===== src/hw/wrap_pkg.sv =====
// shared constants, types and helpers for the core bus wrapper
package wrap_pkg;
    // clock rate and microsecond stall timing
    localparam int CLK_FREQ_MHZ = 20;
    localparam int USEC_NS      = 1000;
    localparam int CYC_PER_US   = (USEC_NS * CLK_FREQ_MHZ + 999) / 1000;

    // stall register: address, field width and reset value
    localparam logic [31:0] STALL_ADDR = 32'h1000_0000;
    localparam int          STALL_W    = 5;
    localparam logic [4:0]  STALL_RST  = 5'h00;

    // bus encodings
    localparam logic [1:0] HTRANS_IDLE   = 2'h0;
    localparam logic [1:0] HTRANS_NONSEQ = 2'h2;
    localparam logic [2:0] HSIZE_BYTE    = 3'h0;
    localparam logic [2:0] HSIZE_HALF    = 3'h1;
    localparam logic [2:0] HSIZE_WORD    = 3'h2;
    localparam logic [3:0] BE_WORD       = 4'hf;

    // default address regions
    localparam logic [31:0] MEM_ALIAS_BASE = 32'h2000_0000;
    localparam logic [31:0] MEM_ALIAS_SIZE = 32'h0008_0000;
    localparam logic [31:0] BB_ALIAS_BASE  = 32'h2200_0000;
    localparam logic [31:0] BB_ALIAS_SPAN  = 32'h0100_0000;
    localparam logic [31:0] BB_TARGET_BASE = 32'h2000_0000;

    typedef enum logic [1:0] {
        P_IDLE = 2'b00,
        P_WAIT = 2'b01,
        P_DONE = 2'b10
    } port_st_t;

    typedef enum logic [2:0] {
        E_IDLE  = 3'b000,
        E_MEM   = 3'b001,
        E_SADR  = 3'b010,
        E_SDAT  = 3'b011,
        E_STALL = 3'b100,
        E_DONE  = 3'b101
    } eng_st_t;

    // byte lanes of a transfer from its size and low address bits
    function automatic logic [3:0] byte_en(input logic [2:0] size, input logic [1:0] lo);
        logic [3:0] m;
        m = (size == HSIZE_BYTE) ? 4'h1 : (size == HSIZE_HALF) ? 4'h3 : BE_WORD;
        return m << lo;
    endfunction
endpackage


===== src/hw/usec_tick.sv =====
// microsecond enable divider, restartable
`timescale 1ns/1ps
module usec_tick #(
    parameter int CYC = wrap_pkg::CYC_PER_US
) (
    // clock and reset
    input  wire logic clk,
    input  wire logic rst,
    // restart and tick
    input  wire logic clear,
    output logic      tick
);
    import wrap_pkg::*;

    typedef struct packed {
        logic [15:0] cnt;
    } tick_state_t;

    tick_state_t q, d;

    // a clear restarts the period so a stall gets whole microseconds
    always_comb begin
        d = q;
        if (clear || tick) begin
            d.cnt = '0;
        end else begin
            d.cnt = q.cnt + 16'h1;
        end
        if (rst) begin
            d = '0;
        end
    end

    assign tick = !clear && (q.cnt == 16'(CYC - 1));

    always_ff @(posedge clk) begin
        q <= d;
    end
endmodule


===== src/hw/ahb_req_port.sv =====
// bus-lite slave front end that turns each transfer into a held request
`timescale 1ns/1ps
module ahb_req_port (
    // clock and reset
    input  wire logic        clk,
    input  wire logic        rst,
    // bus-lite slave side
    input  wire logic [1:0]  htrans,
    input  wire logic [31:0] haddr,
    input  wire logic        hwrite,
    input  wire logic [2:0]  hsize,
    output logic             hreadyout,
    output logic [31:0]      hrdata,
    output logic             hresp,
    // request side
    output logic             req,
    output logic [31:0]      addr,
    output logic             we,
    output logic [2:0]       size,
    output logic [3:0]       be,
    input  wire logic        ack,
    input  wire logic [31:0] ack_rdata
);
    import wrap_pkg::*;

    typedef struct packed {
        port_st_t    st;
        logic [31:0] addr;
        logic        we;
        logic [2:0]  size;
        logic [31:0] rdata;
    } port_state_t;

    port_state_t q, d;

    // address phase taken whenever ready is high; data phase waits on ack
    always_comb begin
        d = q;
        unique case (q.st)
            P_WAIT: begin
                if (ack) begin
                    d.st    = P_DONE;
                    d.rdata = ack_rdata;
                end
            end
            P_IDLE, P_DONE: begin
                d.st = P_IDLE;
                if (htrans[1]) begin
                    d.st   = P_WAIT;
                    d.addr = haddr;
                    d.we   = hwrite;
                    d.size = hsize;
                end
            end
            default: d.st = P_IDLE;
        endcase
        if (rst) begin
            d = '0;
        end
    end

    always_ff @(posedge clk) begin
        q <= d;
    end

    // write data stays live on the master's data bus while waiting
    assign hreadyout = (q.st != P_WAIT);
    assign hrdata    = q.rdata;
    assign hresp     = 1'b0;
    assign req       = (q.st == P_WAIT);
    assign addr      = q.addr;
    assign we        = q.we;
    assign size      = q.size;
    assign be        = byte_en(q.size, q.addr[1:0]);
endmodule


===== src/hw/core_bus_debug_stall_wrapper.sv =====
// core wrapper: memory ports, system bus, stall register, debug and trace
`timescale 1ns/1ps
// Operation
// - fetch port becomes prioritised SRAM-style memory requests
// - data port becomes top-priority SRAM-style requests
// - core system port bridged to arbitrated system bus
// - arbitration serves extra master and bit-band accesses
// - memories also answer at system-bus alias addresses
// - bit-band write does whole-word read-modify-write
// - debug pins carry two-wire or four-wire links
// - debug pins shareable with boundary scan
// - debug off until firmware enable is written
// - hit halts core or raises monitor exception
// - software trace writes never stall the core
// - patch unit may remap fetches onto RAM
// - watchpoint trace stream enters the trace path
// - one trace output carries all three streams
// - instruction trace stream forwarded to trace output
// - stall write n holds core n+1 microseconds
// - stall read returns last value, no delay
// - trace output runs on undivided input clock
module core_bus_debug_stall_wrapper #(
    parameter logic [31:0] MEM_BASE  = wrap_pkg::MEM_ALIAS_BASE,
    parameter logic [31:0] MEM_SIZE  = wrap_pkg::MEM_ALIAS_SIZE,
    parameter logic [31:0] BB_ALIAS  = wrap_pkg::BB_ALIAS_BASE,
    parameter logic [31:0] BB_SPAN   = wrap_pkg::BB_ALIAS_SPAN,
    parameter logic [31:0] BB_TARGET = wrap_pkg::BB_TARGET_BASE,
    parameter int          CYC_US    = wrap_pkg::CYC_PER_US
) (
    // clock and system reset
    input  wire logic        CLK_SYS,
    input  wire logic        RST,
    // instruction fetch port
    input  wire logic [1:0]  IF_HTRANS,
    input  wire logic [31:0] IF_HADDR,
    output logic             IF_HREADYOUT,
    output logic [31:0]      IF_HRDATA,
    output logic             IF_HRESP,
    // data access port
    input  wire logic [1:0]  DA_HTRANS,
    input  wire logic [31:0] DA_HADDR,
    input  wire logic        DA_HWRITE,
    input  wire logic [2:0]  DA_HSIZE,
    input  wire logic [31:0] DA_HWDATA,
    output logic             DA_HREADYOUT,
    output logic [31:0]      DA_HRDATA,
    output logic             DA_HRESP,
    // core system port
    input  wire logic [1:0]  SC_HTRANS,
    input  wire logic [31:0] SC_HADDR,
    input  wire logic        SC_HWRITE,
    input  wire logic [2:0]  SC_HSIZE,
    input  wire logic [31:0] SC_HWDATA,
    output logic             SC_HREADYOUT,
    output logic [31:0]      SC_HRDATA,
    output logic             SC_HRESP,
    // extra system bus master
    input  wire logic        XM_HBUSREQ,
    output logic             XM_HGRANT,
    input  wire logic [1:0]  XM_HTRANS,
    input  wire logic [31:0] XM_HADDR,
    input  wire logic        XM_HWRITE,
    input  wire logic [2:0]  XM_HSIZE,
    input  wire logic [31:0] XM_HWDATA,
    output logic             XM_HREADY,
    output logic [31:0]      XM_HRDATA,
    output logic             XM_HRESP,
    // on-chip memory bus
    output logic             MEM_CS,
    output logic             MEM_WE,
    output logic [3:0]       MEM_BE,
    output logic [31:0]      MEM_ADDR,
    output logic [31:0]      MEM_WDATA,
    input  wire logic [31:0] MEM_RDATA,
    // system bus master side
    output logic [31:0]      SB_HADDR,
    output logic [1:0]       SB_HTRANS,
    output logic             SB_HWRITE,
    output logic [2:0]       SB_HSIZE,
    output logic [31:0]      SB_HWDATA,
    input  wire logic        SB_HREADY,
    input  wire logic [31:0] SB_HRDATA,
    // fetch patching
    input  wire logic        PATCH_REMAP,
    input  wire logic [31:0] PATCH_ADDR,
    // debug pins
    input  wire logic        DEBUG_ENABLE,
    input  wire logic        BSCAN_SEL,
    input  wire logic        PIN_TCK,
    input  wire logic        PIN_TMS_I,
    output logic             PIN_TMS_O,
    output logic             PIN_TMS_OE,
    input  wire logic        PIN_TDI,
    output logic             PIN_TDO_O,
    output logic             PIN_TDO_OE,
    // core debug port side
    output logic             DP_CLK,
    output logic             DP_TMS,
    output logic             DP_TDI,
    input  wire logic        DP_SWDO,
    input  wire logic        DP_SWDOEN,
    input  wire logic        DP_TDO,
    input  wire logic        DP_MODE_SWD,
    // boundary scan side
    output logic             BS_TCK,
    output logic             BS_TMS,
    output logic             BS_TDI,
    input  wire logic        BS_TDO,
    // breakpoint handling
    input  wire logic        BP_HIT,
    input  wire logic        HALT_ON_HIT,
    input  wire logic        DBG_RESUME,
    output logic             CORE_HALT,
    output logic             MON_EXC,
    // trace streams and output
    input  wire logic        ITM_VALID,
    input  wire logic [7:0]  ITM_DATA,
    input  wire logic        DWT_VALID,
    input  wire logic [7:0]  DWT_DATA,
    input  wire logic        ETM_VALID,
    input  wire logic [7:0]  ETM_DATA,
    output logic             TRACE_VALID,
    output logic [7:0]       TRACE_DATA,
    output logic             TRACE_LOST
);
    import wrap_pkg::*;

    typedef struct packed {
        eng_st_t     st;
        logic        own_x;
        logic        last_x;
        logic        bb;
        logic        wb;
        logic        we;
        logic [4:0]  bit_no;
        logic [31:0] addr;
        logic [2:0]  size;
        logic [3:0]  be;
        logic [31:0] wdata;
        logic [31:0] res;
        logic [4:0]  stall;
        logic [4:0]  cnt;
        logic [2:0]  mack;
        logic        dbg_en;
        logic        halt;
        logic        mon;
        logic        tdo_o;
        logic        tdo_oe;
        logic        swd_o;
        logic        swd_oe;
        logic [7:0]  trc_data;
        logic        trc_valid;
        logic        trc_lost;
    } wrap_state_t;

    wrap_state_t q, d;

    logic        d_req, i_req, s_req, x_req;
    logic [31:0] d_addr, i_addr, s_addr, x_addr;
    logic        d_we, s_we, x_we;
    logic [2:0]  s_size, x_size;
    logic [3:0]  d_be, s_be, x_be;
    logic        g_d, g_i, g_a, a_req, tick, take_x, fin, sub_we, dp_live;
    logic [31:0] a, off, fin_data, i_mem;

    // pick the memory region or the outside bus for one word access
    function automatic eng_st_t route(input logic [31:0] ad);
        return (ad - MEM_BASE < MEM_SIZE) ? E_MEM : E_SADR;
    endfunction

    // front ends: fetch and data to memory, core and extra master to the engine
    ahb_req_port u_if (
        .clk(CLK_SYS), .rst(RST), .htrans(IF_HTRANS), .haddr(IF_HADDR),
        .hwrite(1'b0), .hsize(HSIZE_WORD), .hreadyout(IF_HREADYOUT),
        .hrdata(IF_HRDATA), .hresp(IF_HRESP), .req(i_req), .addr(i_addr),
        .we(), .size(), .be(), .ack(q.mack[1]), .ack_rdata(MEM_RDATA)
    );
    ahb_req_port u_da (
        .clk(CLK_SYS), .rst(RST), .htrans(DA_HTRANS), .haddr(DA_HADDR),
        .hwrite(DA_HWRITE), .hsize(DA_HSIZE), .hreadyout(DA_HREADYOUT),
        .hrdata(DA_HRDATA), .hresp(DA_HRESP), .req(d_req), .addr(d_addr),
        .we(d_we), .size(), .be(d_be), .ack(q.mack[0]), .ack_rdata(MEM_RDATA)
    );
    ahb_req_port u_sc (
        .clk(CLK_SYS), .rst(RST), .htrans(SC_HTRANS), .haddr(SC_HADDR),
        .hwrite(SC_HWRITE), .hsize(SC_HSIZE), .hreadyout(SC_HREADYOUT),
        .hrdata(SC_HRDATA), .hresp(SC_HRESP), .req(s_req), .addr(s_addr),
        .we(s_we), .size(s_size), .be(s_be),
        .ack(q.st == E_DONE && !q.own_x), .ack_rdata(q.res)
    );
    ahb_req_port u_xm (
        .clk(CLK_SYS), .rst(RST), .htrans(XM_HGRANT ? XM_HTRANS : HTRANS_IDLE),
        .haddr(XM_HADDR), .hwrite(XM_HWRITE), .hsize(XM_HSIZE),
        .hreadyout(XM_HREADY), .hrdata(XM_HRDATA), .hresp(XM_HRESP),
        .req(x_req), .addr(x_addr), .we(x_we), .size(x_size), .be(x_be),
        .ack(q.st == E_DONE && q.own_x), .ack_rdata(q.res)
    );
    usec_tick #(.CYC(CYC_US)) u_tick (
        .clk(CLK_SYS), .rst(RST), .clear(q.st != E_STALL), .tick(tick)
    );

    // memory arbiter: data first, then fetch, then system alias
    assign a_req = (q.st == E_MEM) && !q.mack[2];
    assign g_d   = d_req && !q.mack[0];
    assign g_i   = i_req && !q.mack[1] && !g_d;
    assign g_a   = a_req && !g_d && !g_i;
    assign i_mem = PATCH_REMAP ? PATCH_ADDR : i_addr;
    assign sub_we = q.bb ? q.wb : q.we;

    // memory bus, answer comes one cycle after chip select
    assign MEM_CS    = g_d || g_i || g_a;
    assign MEM_WE    = g_d ? d_we : (g_a && sub_we);
    assign MEM_BE    = g_d ? d_be : (g_i ? BE_WORD : q.be);
    assign MEM_ADDR  = g_d ? d_addr : (g_i ? i_mem : q.addr - MEM_BASE);
    assign MEM_WDATA = g_d ? DA_HWDATA : q.wdata;

    // system bus master: address phase then data phase
    assign SB_HADDR  = q.addr;
    assign SB_HTRANS = (q.st == E_SADR) ? HTRANS_NONSEQ : HTRANS_IDLE;
    assign SB_HWRITE = sub_we;
    assign SB_HSIZE  = q.size;
    assign SB_HWDATA = q.wdata;

    // one transfer outstanding per master keeps the grant simple
    assign XM_HGRANT = XM_HBUSREQ && XM_HREADY;

    // debug pin sharing; a disabled port sees an idle link
    assign dp_live = q.dbg_en && !BSCAN_SEL;
    assign DP_CLK  = dp_live ? PIN_TCK : 1'b0;
    assign DP_TMS  = dp_live ? PIN_TMS_I : 1'b1;
    assign DP_TDI  = dp_live ? PIN_TDI : 1'b1;
    assign BS_TCK  = BSCAN_SEL ? PIN_TCK : 1'b0;
    assign BS_TMS  = BSCAN_SEL ? PIN_TMS_I : 1'b1;
    assign BS_TDI  = BSCAN_SEL ? PIN_TDI : 1'b1;

    // engine, memory answer tracking, debug and trace next state
    always_comb begin
        d        = q;
        take_x   = x_req && (!s_req || !q.last_x);
        a        = take_x ? x_addr : s_addr;
        off      = a - BB_ALIAS;
        fin      = 1'b0;
        fin_data = SB_HRDATA;
        d.mack   = {g_a, g_i, g_d};
        unique case (q.st)
            E_IDLE: begin
                if (s_req || x_req) begin
                    // round robin between the core and the extra master
                    d.own_x  = take_x;
                    d.last_x = take_x;
                    d.we     = take_x ? x_we : s_we;
                    d.size   = take_x ? x_size : s_size;
                    d.be     = take_x ? x_be : s_be;
                    d.wdata  = take_x ? XM_HWDATA : SC_HWDATA;
                    d.addr   = a;
                    d.bb     = 1'b0;
                    d.wb     = 1'b0;
                    if (a == STALL_ADDR) begin
                        if (d.we) begin
                            if (d.be[0]) begin
                                d.stall = d.wdata[STALL_W-1:0];
                            end
                            d.cnt = '0;
                            d.st  = E_STALL;
                        end else begin
                            d.res = {27'h0, q.stall};
                            d.st  = E_DONE;
                        end
                    end else if (off < BB_SPAN) begin
                        // alias word maps to one bit of a target word
                        d.bb     = 1'b1;
                        d.bit_no = off[6:2];
                        d.addr   = BB_TARGET + {5'h0, off[31:7], 2'h0};
                        d.size   = HSIZE_WORD;
                        d.be     = BE_WORD;
                        d.st     = route(d.addr);
                    end else begin
                        d.st = route(a);
                    end
                end
            end
            E_MEM: begin
                if (q.mack[2]) begin
                    fin      = 1'b1;
                    fin_data = MEM_RDATA;
                end
            end
            E_SADR: begin
                if (SB_HREADY) begin
                    d.st = E_SDAT;
                end
            end
            E_SDAT: begin
                fin = SB_HREADY;
            end
            E_STALL: begin
                // ready is held low at the core until n+1 ticks pass
                if (tick) begin
                    if (q.cnt == q.stall) begin
                        d.st = E_DONE;
                    end else begin
                        d.cnt = q.cnt + 5'h1;
                    end
                end
            end
            E_DONE: d.st = E_IDLE;
            default: d.st = E_IDLE;
        endcase
        // word access finished: write back a bit-band word or answer
        if (fin) begin
            if (q.bb && !q.wb && q.we) begin
                d.wb                = 1'b1;
                d.wdata             = fin_data;
                d.wdata[q.bit_no]   = q.wdata[0];
                d.st                = route(q.addr);
            end else begin
                d.res = q.bb ? {31'h0, fin_data[q.bit_no]} : fin_data;
                d.st  = E_DONE;
            end
        end
        // debug enable follows firmware; reset keeps it off
        d.dbg_en = DEBUG_ENABLE;
        d.tdo_o  = BSCAN_SEL ? BS_TDO : DP_TDO;
        d.tdo_oe = BSCAN_SEL || (dp_live && !DP_MODE_SWD);
        d.swd_o  = DP_SWDO;
        d.swd_oe = dp_live && DP_MODE_SWD && DP_SWDOEN;
        // a new hit wins over a resume in the same cycle
        d.halt = (q.halt && !DBG_RESUME) || (BP_HIT && HALT_ON_HIT && q.dbg_en);
        d.mon  = BP_HIT && !(HALT_ON_HIT && q.dbg_en);
        // trace merge: no back-pressure, so a colliding software write is dropped
        d.trc_valid = ETM_VALID || DWT_VALID || ITM_VALID;
        d.trc_data  = ETM_VALID ? ETM_DATA : (DWT_VALID ? DWT_DATA : ITM_DATA);
        d.trc_lost  = (ETM_VALID && (DWT_VALID || ITM_VALID)) ||
                      (DWT_VALID && ITM_VALID);
        if (RST) begin
            d       = '0;
            d.stall = STALL_RST;
        end
    end

    // trace runs on the same undivided clock as everything else
    always_ff @(posedge CLK_SYS) begin
        q <= d;
    end

    // registered pin and status outputs
    assign PIN_TDO_O   = q.tdo_o;
    assign PIN_TDO_OE  = q.tdo_oe;
    assign PIN_TMS_O   = q.swd_o;
    assign PIN_TMS_OE  = q.swd_oe;
    assign CORE_HALT   = q.halt;
    assign MON_EXC     = q.mon;
    assign TRACE_VALID = q.trc_valid;
    assign TRACE_DATA  = q.trc_data;
    assign TRACE_LOST  = q.trc_lost;
endmodule


===== config.mk =====
export PLATFORM = sky130hd
export DESIGN_NAME = core_bus_debug_stall_wrapper
export DESIGN_NICKNAME = d
export VERILOG_FILES = /design/src/hw/wrap_pkg.sv /design/src/hw/usec_tick.sv /design/src/hw/ahb_req_port.sv /design/src/hw/core_bus_debug_stall_wrapper.sv
export SDC_FILE = /design/constraint.sdc
export NUM_CORES = 1
export LEC_CHECK = 0
export ABC_AREA = 1
export BUFFER_PORTS_ARGS = -buffer_cell sky130_fd_sc_hd__buf_2
export CAP_MARGIN = 10
export CORE_AREA = 3 3 269 271
export DETAILED_ROUTE_END_ITERATION = 12
export DIE_AREA = 0 0 272 274
export GPL_TIMING_DRIVEN = 0
export SYNTH_ARGS = -nofsm -noshare
export SYNTH_HDL_FRONTEND = slang
export SYNTH_SLANG_ARGS = --single-unit

===== constraint.sdc =====
create_clock -name CLK_SYS -period 2.5 [get_ports CLK_SYS]
set_input_delay 0.5 -clock CLK_SYS [delete_from_list [all_inputs] [get_ports CLK_SYS]]
set_output_delay 0.5 -clock CLK_SYS [all_outputs]
set_load 0.02 [all_outputs]

# [After elaboration in Yosys (flattened, before gate mapping)]
# Index checks and enable logic that the tools add are counted.
[totals] reg_bits=438 latchBits=0 ram_bits=0 mem_bits_ro=0 memories=0
[classes] add_sub_neg=7 multipliers=0 div=0 n_lt_le_gt_ge=6 n_eq_ne=38 shifts=3 mux=82 n_bitwise=1 reduce_logical=78
[ops] op="2-to-1 mux 32 bit" n=12
[ops] op="2-to-1 mux 37 bit" n=4
[ops] op="2-to-1 mux 126 bit" n=1
[ops] op="2-to-1 mux 115 bit" n=1
[ops] op="less-than comparator 32 x 20 -> 1 bit, second input constant" n=3
[ops] op="subtractor 32 x 30 -> 32 bit, second input constant" n=3
[ops] op="2-to-1 mux 44 bit" n=2
[ops] op="2-to-1 mux 64 bit" n=1
[ops] op="2-to-1 mux 42 bit" n=1
[ops] op="2-to-1 mux 4 bit" n=9
[ops] op="bitwise mux 32 bit" n=1
[ops] op="== test 32 x 29 -> 1 bit, second input constant" n=1
[ops] op="less-than comparator 32 x 25 -> 1 bit, second input constant" n=1
[ops] op="subtractor 31 x 30 -> 32 bit, second input constant" n=1
[ops] op="adder 30 x 27 -> 31 bit, first input constant" n=1
[ops] op="logical AND 1 bit" n=26
[ops] op="2-to-1 mux 3 bit" n=7
[ops] op="2-to-1 mux 2 bit" n=10
[ops] op="2-to-1 mux 1 bit" n=18
[ops] op="AND reduction 2 bit" n=9
[ops] op="adder 16 x 1 -> 16 bit, second input constant" n=1
[ops] op="== test 16 x 5 -> 1 bit, second input constant" n=1
[ops] op="2-to-1 mux 8 bit" n=2
[ops] op="inequality test 2 x 1 -> 1 bit, second input constant" n=8
[ops] op="31 further kinds" n=91

# [Longest topological paths before layout]
# Gate-level depths: netlist of run 1.
[depth] depth_word=16 depth_mapped=19 ltp_nobuf=18

# [Modules after synthesis]
# From an unflattened synthesis of run 1, not the netlist that was laid out.
[hier_totals] cells_unflattened=3711 area_unflattened_um2=24608.6
[by_module_without_submodules] module="ahb_req_port" n_inst=4 cells_per_inst=451 area_each_um2=3250.6
[by_module_without_submodules] module="core_bus_debug_stall_wrapper" n_inst=1 cells_per_inst=1787 area_each_um2=10767.8
[by_module_without_submodules] module="usec_tick" n_inst=1 cells_per_inst=120 area_each_um2=838.3

# [Worst setup path before layout of run 1]
# Ideal clock, no wire load.
[synth_path] path_kind="register -> output" start="register u_da.q[68] in the netlist's numbering" end="output MEM_BE[3]" arrival_ns=1.990 t_required_ns=2.000 slack_ns=0.010 stages_incl_launch_ff=8 path_buffers=1 path_cell_list="dfxtp_1 nand2_1 nor2_1 clkinv_1 nand2_1 clkbuf_1 nor2_1 nor3_1"
[synth_via] elab_chain_cells=6
[synth_rtl] element="from (decl)" line_no="ahb_req_port.sv:34" rtl="port_state_t q, d;"
[synth_rtl] element="from (signal assigned)" line_no="ahb_req_port.sv:63" rtl="q <= d;"
[synth_rtl] element="== test 2 x 1 -> 1 bit *" line_no="ahb_req_port.sv:70" rtl="assign req = (q.st == P_WAIT);"
[synth_rtl] element="logical AND 1 bit *" line_no="core_bus_debug_stall_wrapper.sv:204" rtl="assign g_d = d_req && !q.mack[0];"
[synth_rtl] element="logical NOT 1 bit" line_no="core_bus_debug_stall_wrapper.sv:205" rtl="assign g_i = i_req && !q.mack[1] && !g_d;"
[synth_rtl] element="logical AND 1 bit" line_no="core_bus_debug_stall_wrapper.sv:205"
[synth_rtl] element="2-to-1 mux 4 bit" line_no="core_bus_debug_stall_wrapper.sv:213" rtl="assign MEM_BE = g_d ? d_be : (g_i ? BE_WORD : q.be);"
[synth_rtl] element="2-to-1 mux 4 bit *" line_no="core_bus_debug_stall_wrapper.sv:213"
[synth_rtl] element="to (decl)" line_no="core_bus_debug_stall_wrapper.sv:71" rtl="output logic [3:0] MEM_BE,"
# Mark *: on every way between the ends. The rest lies on a longest branch, timed or not.

# [Worst setup path after layout of run 1]
[layout_path] start="register u_da.q[68] in the netlist's numbering" end="output MEM_ADDR[27]"
[layout_via] elab_chain_cells=6
[layout_rtl] element="== test 2 x 1 -> 1 bit *" line_no="ahb_req_port.sv:70"
[layout_rtl] element="logical AND 1 bit *" line_no="core_bus_debug_stall_wrapper.sv:204"
[layout_rtl] element="logical NOT 1 bit" line_no="core_bus_debug_stall_wrapper.sv:205"
[layout_rtl] element="logical AND 1 bit" line_no="core_bus_debug_stall_wrapper.sv:205"
[layout_rtl] element="2-to-1 mux 32 bit" line_no="core_bus_debug_stall_wrapper.sv:214" rtl="assign MEM_ADDR = g_d ? d_addr : (g_i ? i_mem : q.addr - MEM_BASE);"
[layout_rtl] element="2-to-1 mux 32 bit *" line_no="core_bus_debug_stall_wrapper.sv:214"
[layout_rtl] element="to (decl)" line_no="core_bus_debug_stall_wrapper.sv:72" rtl="output logic [31:0] MEM_ADDR,"
# Marked as above.

==> out/results.tsv, run 1 <==
stage	metric	value	unit
critical_path	arrival	2.16	ns
layout	fin_cells	4981	
sta	rsz0062_at_grt	true	
hold_path	hold_depth	2	
critical_path	cpPeakStageDelay	0.36	ns
die	core_area	70000	sq um
clocking	clkSinkCount	437	
global_route	grt_max_degree	15	
synthesis	ys_ff_latch	437	
critical_path	ff2ff_path_depth	19	
routing	drcViolationCount	0	
clocking	clock_latency	0.63	ns
clocking	tritoncts	done	
synthesis	avgSynthCellArea	6.83	sq um
global_route	grt.overflow.total	0	
critical_path	rrSetupSlack	-0.09	ns
die	start_util	31.0	%
layout	drive_gt1_share	33.8	%
die	dieArea	74500	sq um
sta	finalHoldViolCount	0	
synthesis	netlist_area	21700	sq um
power_and_ir_drop	power	0.0226	W
clocking	clockBufferDepth	3	
run_status	outcome	complete, but fails checks	
sta	drv_slew	0	
clocking	cts_root_buf	clkbuf_16	
die	rows	97	
critical_path	path_max_fanout	7	
die	ioPinCount	684	
run_status	violations	negative setup slack	
placed_design	place_congestion	0.943	
layout	areaGrowthSynthToFinish	40.9	%
critical_path	critical_path.cell_chain	nand2_4 -> nor2_4 -> buf_12 -> nor2_4 -> buf_8 -> buf_12 -> o211ai_1 -> nand3_2 -> buf_6	
global_route	globalRouteTotalUtil	27.6	%
routing	avgRoutedWirePerCell	22.3	um
critical_path	crit_type	register to output pin	
sta	period_needed	2.66	ns
sta	finalSetupViolCount	86	
synthesis	seq_area_frac_synth	40.3	%
global_route	antenna_found_initial	34	
critical_path	cp-start-kind	register	
power_and_ir_drop	powerDensity	739	nW/um^2
layout	finalNetCount	4373	
sta	tns	-5.17	ns
hold_path	holdCritStartpoint	HALT_ON_HIT	
routing	first_pass_iters	5	
routing	num_vias	24700	
sta	relSlewSlack	27.6	%
routing	totalWireLength	111	mm
clocking	cts_buffers	51	
synthesis	syn_inst	3182	
global_route	grt_pass1_vias	22500	
sta	tightest_slew	1.09	ns
placed_design	hpwl	88.1	mm
global_route	grt_pass1_wl	152	mm
hold_path	min_to	MON_EXC$_SDFF_PP0_	
critical_path	crit_slowest_cell	dfxtp_4	
sta	min_period_over_period	106	%
sta	fmax	376	MHz
synthesis	synth_ff_type	dfxtp_1	
clocking	h-tree-depth	2	
routing	ant_nets	0	
placed_design	pre_cts_ws	-1.35	ns
sta	fin_skew	0.0312	ns
critical_path	r2r-start	u_xm.q[68]$_SDFFE_PP0P_	
placed_design	io_buffers	671	
clocking	cts.clk_slew.worst_paths	0.07	ns
layout	fill_cells	7411	
routing	drt-initial-drc-count	1971	
critical_path	r2r_end	q[30]$_SDFF_PP0_	
critical_path	crit_path_end_kind	output pin	
placed_design	dp.cells	4797	
critical_path	required	2.00	ns
sta	layout_setup_ws	-0.161	ns
die	die_w	272	um
synthesis	synth.distinct_cells	49	
synthesis	ys_warn_count	0	
power_and_ir_drop	p_leak	14.3	nW
synthesis	synth_edf_count	0	
synthesis	synthArstFlopShare	0	%
die	fp.dieH	274	um
hold_path	hold_class	primary input to register	
job	maxCapViolations	0	
routing	viasPerCell	4.95	
power_and_ir_drop	peakVddDrop	0.489	mV
==> through the flow <==
stage / cell area, sq um / hold slack (ns) / utilization (%)
after floorplan: 21700 / 0.418 / -
after global placement: 26300 / 0.431 / 37.5
after detailed placement: 26300 / 0.436 / 37.5
after CTS: 29200 / 0.0217 / 41.6
after global routing: 30600 / 0.0452 / 43.7
final: 30600 / 0.0582 / 43.7
==> cells in the mapped netlist (22+ instances only) <==
cell type    n  share of area [%]
a21oi_1    320                7.4
buf_4      209                7.2
clkbuf_1   153                2.6
dfxtp_1    437                 40
inv_1      315                5.4
nand2_1    556                9.6
nand3_1    110                2.5
nand4_1     25               0.72
nor2_1     399                6.9
o211ai_1    33                1.1
o21ai_0    431                9.9
o21ai_1     22               0.51
o22ai_1     27               0.78
==> final cells by class <==
type                    instances  area (sq um)  area share, %
multi-input cells            2033         10600           34.6
flip-flops and latches        437          8760           28.6
repair buffers                739          4190           13.7
plain buffers                 396          2700           8.82
clock buffers                  68          1440           4.71
inverters                     323          1230           4.03
well taps                     940          1180           3.84
clock inverters                26           448           1.46
diodes                         19          47.5          0.155
==> power by group <==
| group | internal (W) | switching, W |
|---|---|---|
| Combinational | 0.00220 | 0.00399 |
| Clock | 0.00512 | 0.00336 |
| Sequential | 0.00748 | 0.000458 |
==> how the worst max path moves through the flow <==
stage / slack (ns) / to / cells past startpoint / from
final: -0.16 / MEM_ADDR[27] / 9 / u_da.q[68]$_SDFFE_PP0N_
after global placement: -1.34 / MEM_BE[3] / 8 / u_da.q[68]$_SDFFE_PP0N_
after global routing: -0.22 / MEM_ADDR[2] / 10 / u_if.q[69]$_SDFFE_PP0P_
after floorplan: 0.01 / MEM_BE[3] / 7 / u_da.q[68]$_SDFFE_PP0N_
after CTS: -0.23 / MEM_ADDR[29] / 8 / u_da.q[68]$_SDFFE_PP0N_
after detailed placement: -1.35 / MEM_BE[3] / 8 / u_da.q[68]$_SDFFE_PP0N_
==> state kept, by name, indices dropped and copies added, names as in the netlist, 3 cells and up <==
| signal | cells |
|---|---|
| SB_HADDR | 32 |
| SB_HSIZE | 3 |
| SB_HWDATA | 32 |
| TRACE_DATA | 8 |
| q | 62 |
| u_da.addr | 32 |
| u_da.hrdata | 32 |
| u_da.size | 3 |
| u_if.addr | 32 |
| u_if.hrdata | 32 |
| u_sc.addr | 32 |
| u_sc.hrdata | 32 |
| u_sc.size | 3 |
| u_tick.q | 16 |
| u_xm.addr | 32 |
| u_xm.hrdata | 32 |
| u_xm.size | 3 |
==> critical path, delay by kind of cell (launching register included) <==
| family | cells | cell delay, ns |
|---|---|---|
| compound gates | 1 | 0.16 |
| buf+inv | 4 | 0.52 |
| flops | 1 | 0.36 |
| simple gates | 4 | 0.47 |
==> cell usage in the layout, fill, tap and decap left out, types with 16 or more instances in the layout <==
cell,Yosys,final
a21oi_2,0,46
nand2_1,556,507
buf_6,5,44
nor3_1,20,17
clkbuf_2,0,16
nand3_1,110,56
nand3_2,0,49
dfxtp_1,437,429
nor2_1,399,388
clkbuf_1,153,126
inv_1,315,303
a21oi_1,320,269
clkbuf_16,0,59
o22ai_1,27,27
nand4_1,25,25
nand2_2,3,39
diode_2,0,19
o211ai_1,33,33
buf_2,14,645
buf_4,209,269
o21ai_2,8,24
o21ai_0,431,409
==> layer usage <==
| layer | vias to the layer above | track usage [%] | routed length (um) | share of wire, % |
|---|---|---|---|---|
| met4 | 24 | 9.62 | 3750 | 3.4 |
| met1 | 11600 | 36.4 | 47100 | 42 |
| met5 | - | 0 | 149 | 0.13 |
| li1 | 11800 | - | - | - |
| met2 | 1079 | 44.8 | 50900 | 46 |
| met3 | 226 | 5.78 | 9360 | 8.4 |
==> timing repair <==
action                                  CTS  global route
pin swaps                                24            70
endpoints found under the setup margin  206           199
resized for setup                       213           301
gates cloned                              2            10
hold buffers                              0             0
setup buffers                            39            20
==> cell families (layout without fill, tap and decap cells) <==
| kind of cell | count (synthesis) | count (layout) | synth area share [%] |
|---|---|---|---|
| AO/OA/AOI/OAI | 866 | 866 | 20.9 |
| XOR/XNOR | 9 | 9 | 0.363 |
| adder cells (fa/ha/maj) | 7 | 7 | 0.403 |
| buffers and inverters | 719 | 1552 | 16.4 |
| flip-flops | 437 | 437 | 40.3 |
| multiplexers | 8 | 8 | 0.415 |
| other | 1 | 24 | 0.0173 |
| AND/OR/NAND/NOR | 1135 | 1138 | 21.2 |
Note: power is estimated with default switching activity, not from simulation.
==> inputs of run 2 (changes only) <==
--- a/config.mk
+++ b/config.mk
@@ -12,6 +12,7 @@
 export DETAILED_ROUTE_END_ITERATION = 12
 export DIE_AREA = 0 0 272 274
 export GPL_TIMING_DRIVEN = 0
+export SKIP_LAST_GASP = 1
 export SYNTH_ARGS = -nofsm -noshare
 export SYNTH_HDL_FRONTEND = slang
 export SYNTH_SLANG_ARGS = --single-unit
==> run 2 against run 1 <==
  * The flow still finishes with violations (negative setup slack)
  * Core utilization down 0.59 points
  * Global-route usage unchanged
  * Critical path depth unchanged
  * Via count is 0.71% lower
  * Power fell by 0.47%
  * Sequential share of layout area rose by 0.39 points
  * Wire length decreased by 0.62%
  * Flip-flop and latch count stayed put
  * Critical path type unchanged
  * Largest power group unchanged
==> out/results.tsv, run 2 (same netlist as run 1, synthesis figures left out) <==
stage	metric	value	unit	change
run_status	outcome	complete, but fails checks		
run_status	violations	negative setup slack		
sta	hold_ws	0.0509	ns	-0.00723 ns
sta	fin_skew	0.0363	ns	+0.00504 ns
sta	period_needed	2.69	ns	+0.0272 ns
routing	avgRoutedWirePerCell	22.2	um	-0.60%
layout	finalNetCount	4372		-0.023%
power_and_ir_drop	powerDensity	746	nW/um^2	+0.89%
global_route	grt_pass1_vias	22500		-0.22%
job	maxCapViolations	0		unchanged
hold_path	hold_class	primary input to register		
global_route	grt_max_degree	15		unchanged
die	ioPinCount	684		unchanged
routing	ant_nets	0		unchanged
routing	num_vias	24500		-0.71%
layout	largest_reg_flops	62		unchanged
clocking	clock_latency	0.63	ns	about the same
die	die_w	272	um	unchanged
die	rows	97		unchanged
sta	drv_slew	0		unchanged
placed_design	io_buffers	671		unchanged
layout	layout_commonest_cell	buf_2		
clocking	clkSinkCount	437		unchanged
routing	first_pass_iters	6		+1
layout	layout_common_cells	buf_2, nand2_1, dfxtp_1		
critical_path	required	2.00	ns	about the same
die	fp.dieH	274	um	unchanged
clocking	h-tree-depth	2		unchanged
layout	largest-register	q		
routing	drt-initial-drc-count	2038		+3.4%
global_route	globalRouteTotalUtil	27.6	%	unchanged
power_and_ir_drop	power	0.0225	W	-0.47%
global_route	grt.overflow.total	0		unchanged
global_route	grt_pass1_wl	152	mm	about the same
placed_design	hpwl	88.1	mm	unchanged
critical_path	path_max_fanout	5		-2
clocking	clockBufferDepth	3		unchanged
clocking	cts.clk_slew.worst_paths	0.07	ns	about the same
routing	totalWireLength	111	mm	-0.62%
sta	finalHoldViolCount	0		unchanged
critical_path	crit_type	register to output pin		
power_and_ir_drop	p_leak	14.2	nW	-0.67%
layout	fin_util	43.1	%	-0.59 points
placed_design	place_congestion	0.943		unchanged
sta	fmax	372	MHz	-1.0%
sta	finalSetupViolCount	143		+66%
critical_path	arrival	2.19	ns	+0.03 ns
power_and_ir_drop	peakVddDrop	0.495	mV	+1.4%
die	dieArea	74500	sq um	unchanged
global_route	antenna_found_initial	33		-2.9%
clocking	cts_buffers	51		unchanged
placed_design	pre_cts_ws	-1.35	ns	unchanged
sta	rsz0062_at_grt	true		
clocking	tritoncts	done		
routing	drcViolationCount	0		unchanged
sta	relSlewSlack	28.7	%	+1.1 points
critical_path	cp-start-kind	register		
layout	areaGrowthSynthToFinish	39.0	%	
routing	viasPerCell	4.92		-0.69%
critical_path	crit_path_end_kind	output pin		
sta	tns	-11.00	ns	-5.83 ns
sta	layout_setup_ws	-0.188	ns	-0.0272 ns
die	start_util	31.0	%	unchanged
sta	tightest_slew	1.07	ns	-0.0159 ns
layout	drive_gt1_share	32.2	%	-1.7 points
die	core_area	70000	sq um	unchanged
sta	min_period_over_period	108	%	+1.1 points
clocking	cts_root_buf	clkbuf_16		
## run 2: changes by cell type in the layout (fill, tap and decap cells not counted), moves of 4 or more
| cell | change |
|---|---|
| nand3_2 | -33 |
| nand3_1 | +31 |
| a21oi_1 | +22 |
| a21oi_2 | -18 |
| buf_6 | -15 |
| buf_2 | +13 |
| nand2_2 | -8 |
| o21ai_0 | +7 |
| nand2_1 | +6 |
| a21oi_4 | -4 |
## run 2: what timing repair did
action                                  4_1_cts  5_1_grt
gates cloned                                  2        9
hold buffers                                  0        0
endpoints found under the setup margin      206      202
setup buffers                                39       22
pin swaps                                    24       45
gates resized for setup                     193      210
## run 2: layer usage
metal	GRT usage [%]	vias up	wire, um
li1	-	11700	-
met1	36.2	11400	46800
met2	44.9	1116	50300
met3	6.07	212	9380
met4	9.59	22	3980
met5	0	-	133
## run 2: worst max-delay path: stages (launching register included)
cell	delay (ns)
dfxtp_4	0.37
nand2_4	0.07
nor2_4	0.04
buf_12	0.14
nor2_4	0.21
buf_4	0.15
buf_4	0.09
o211ai_1	0.15
o211ai_1	0.14
buf_4	0.19
## run 2: metrics by stage
stage                     instances  instance area (sq um)
final                          4980                  30200
after global routing           4972                  30200
after CTS                      4932                  29100
after detailed placement       4797                  26300
after global placement         4797                  26300
after floorplan                3186                  21700
## run 2: path summary, 6_finish.rpt
| kind | slack [ns] | depth (start not counted) | start | to |
|---|---|---|---|---|
| setup / recovery | -0.19 | 9 | u_da.q[68]$_SDFFE_PP0N_ | MEM_ADDR[31] |
| hold reg to reg | 0.44 | 2 | u_xm.addr[20]$_SDFFE_PP0P_ | u_xm.addr[20]$_SDFFE_PP0P_ |
| setup reg to reg | -0.14 | 17 | u_xm.q[68]$_SDFFE_PP0P_ | q[21]$_SDFFE_PP0P_ |
| hold / removal | 0.05 | 2 | HALT_ON_HIT | MON_EXC$_SDFF_PP0_ |
## run 2: area by class of cell
class                      count  area (sq um)
fill                        7456         39800
multi-input combinational   2033         10300
sequential                   437          8760
timing repair buffer         739          4130
buffer                       395          2610
clock buffer                  68          1440
inverter                     323          1230
tap                          940          1180
clock inverter                26           448
antenna                       19          47.5
## run 2: report_power, final
part	internal [W]	switching (W)
clock	0.00512	0.00338
combinational	0.00213	0.00394
sequential	0.00748	0.000451
total	0.0147	0.00776
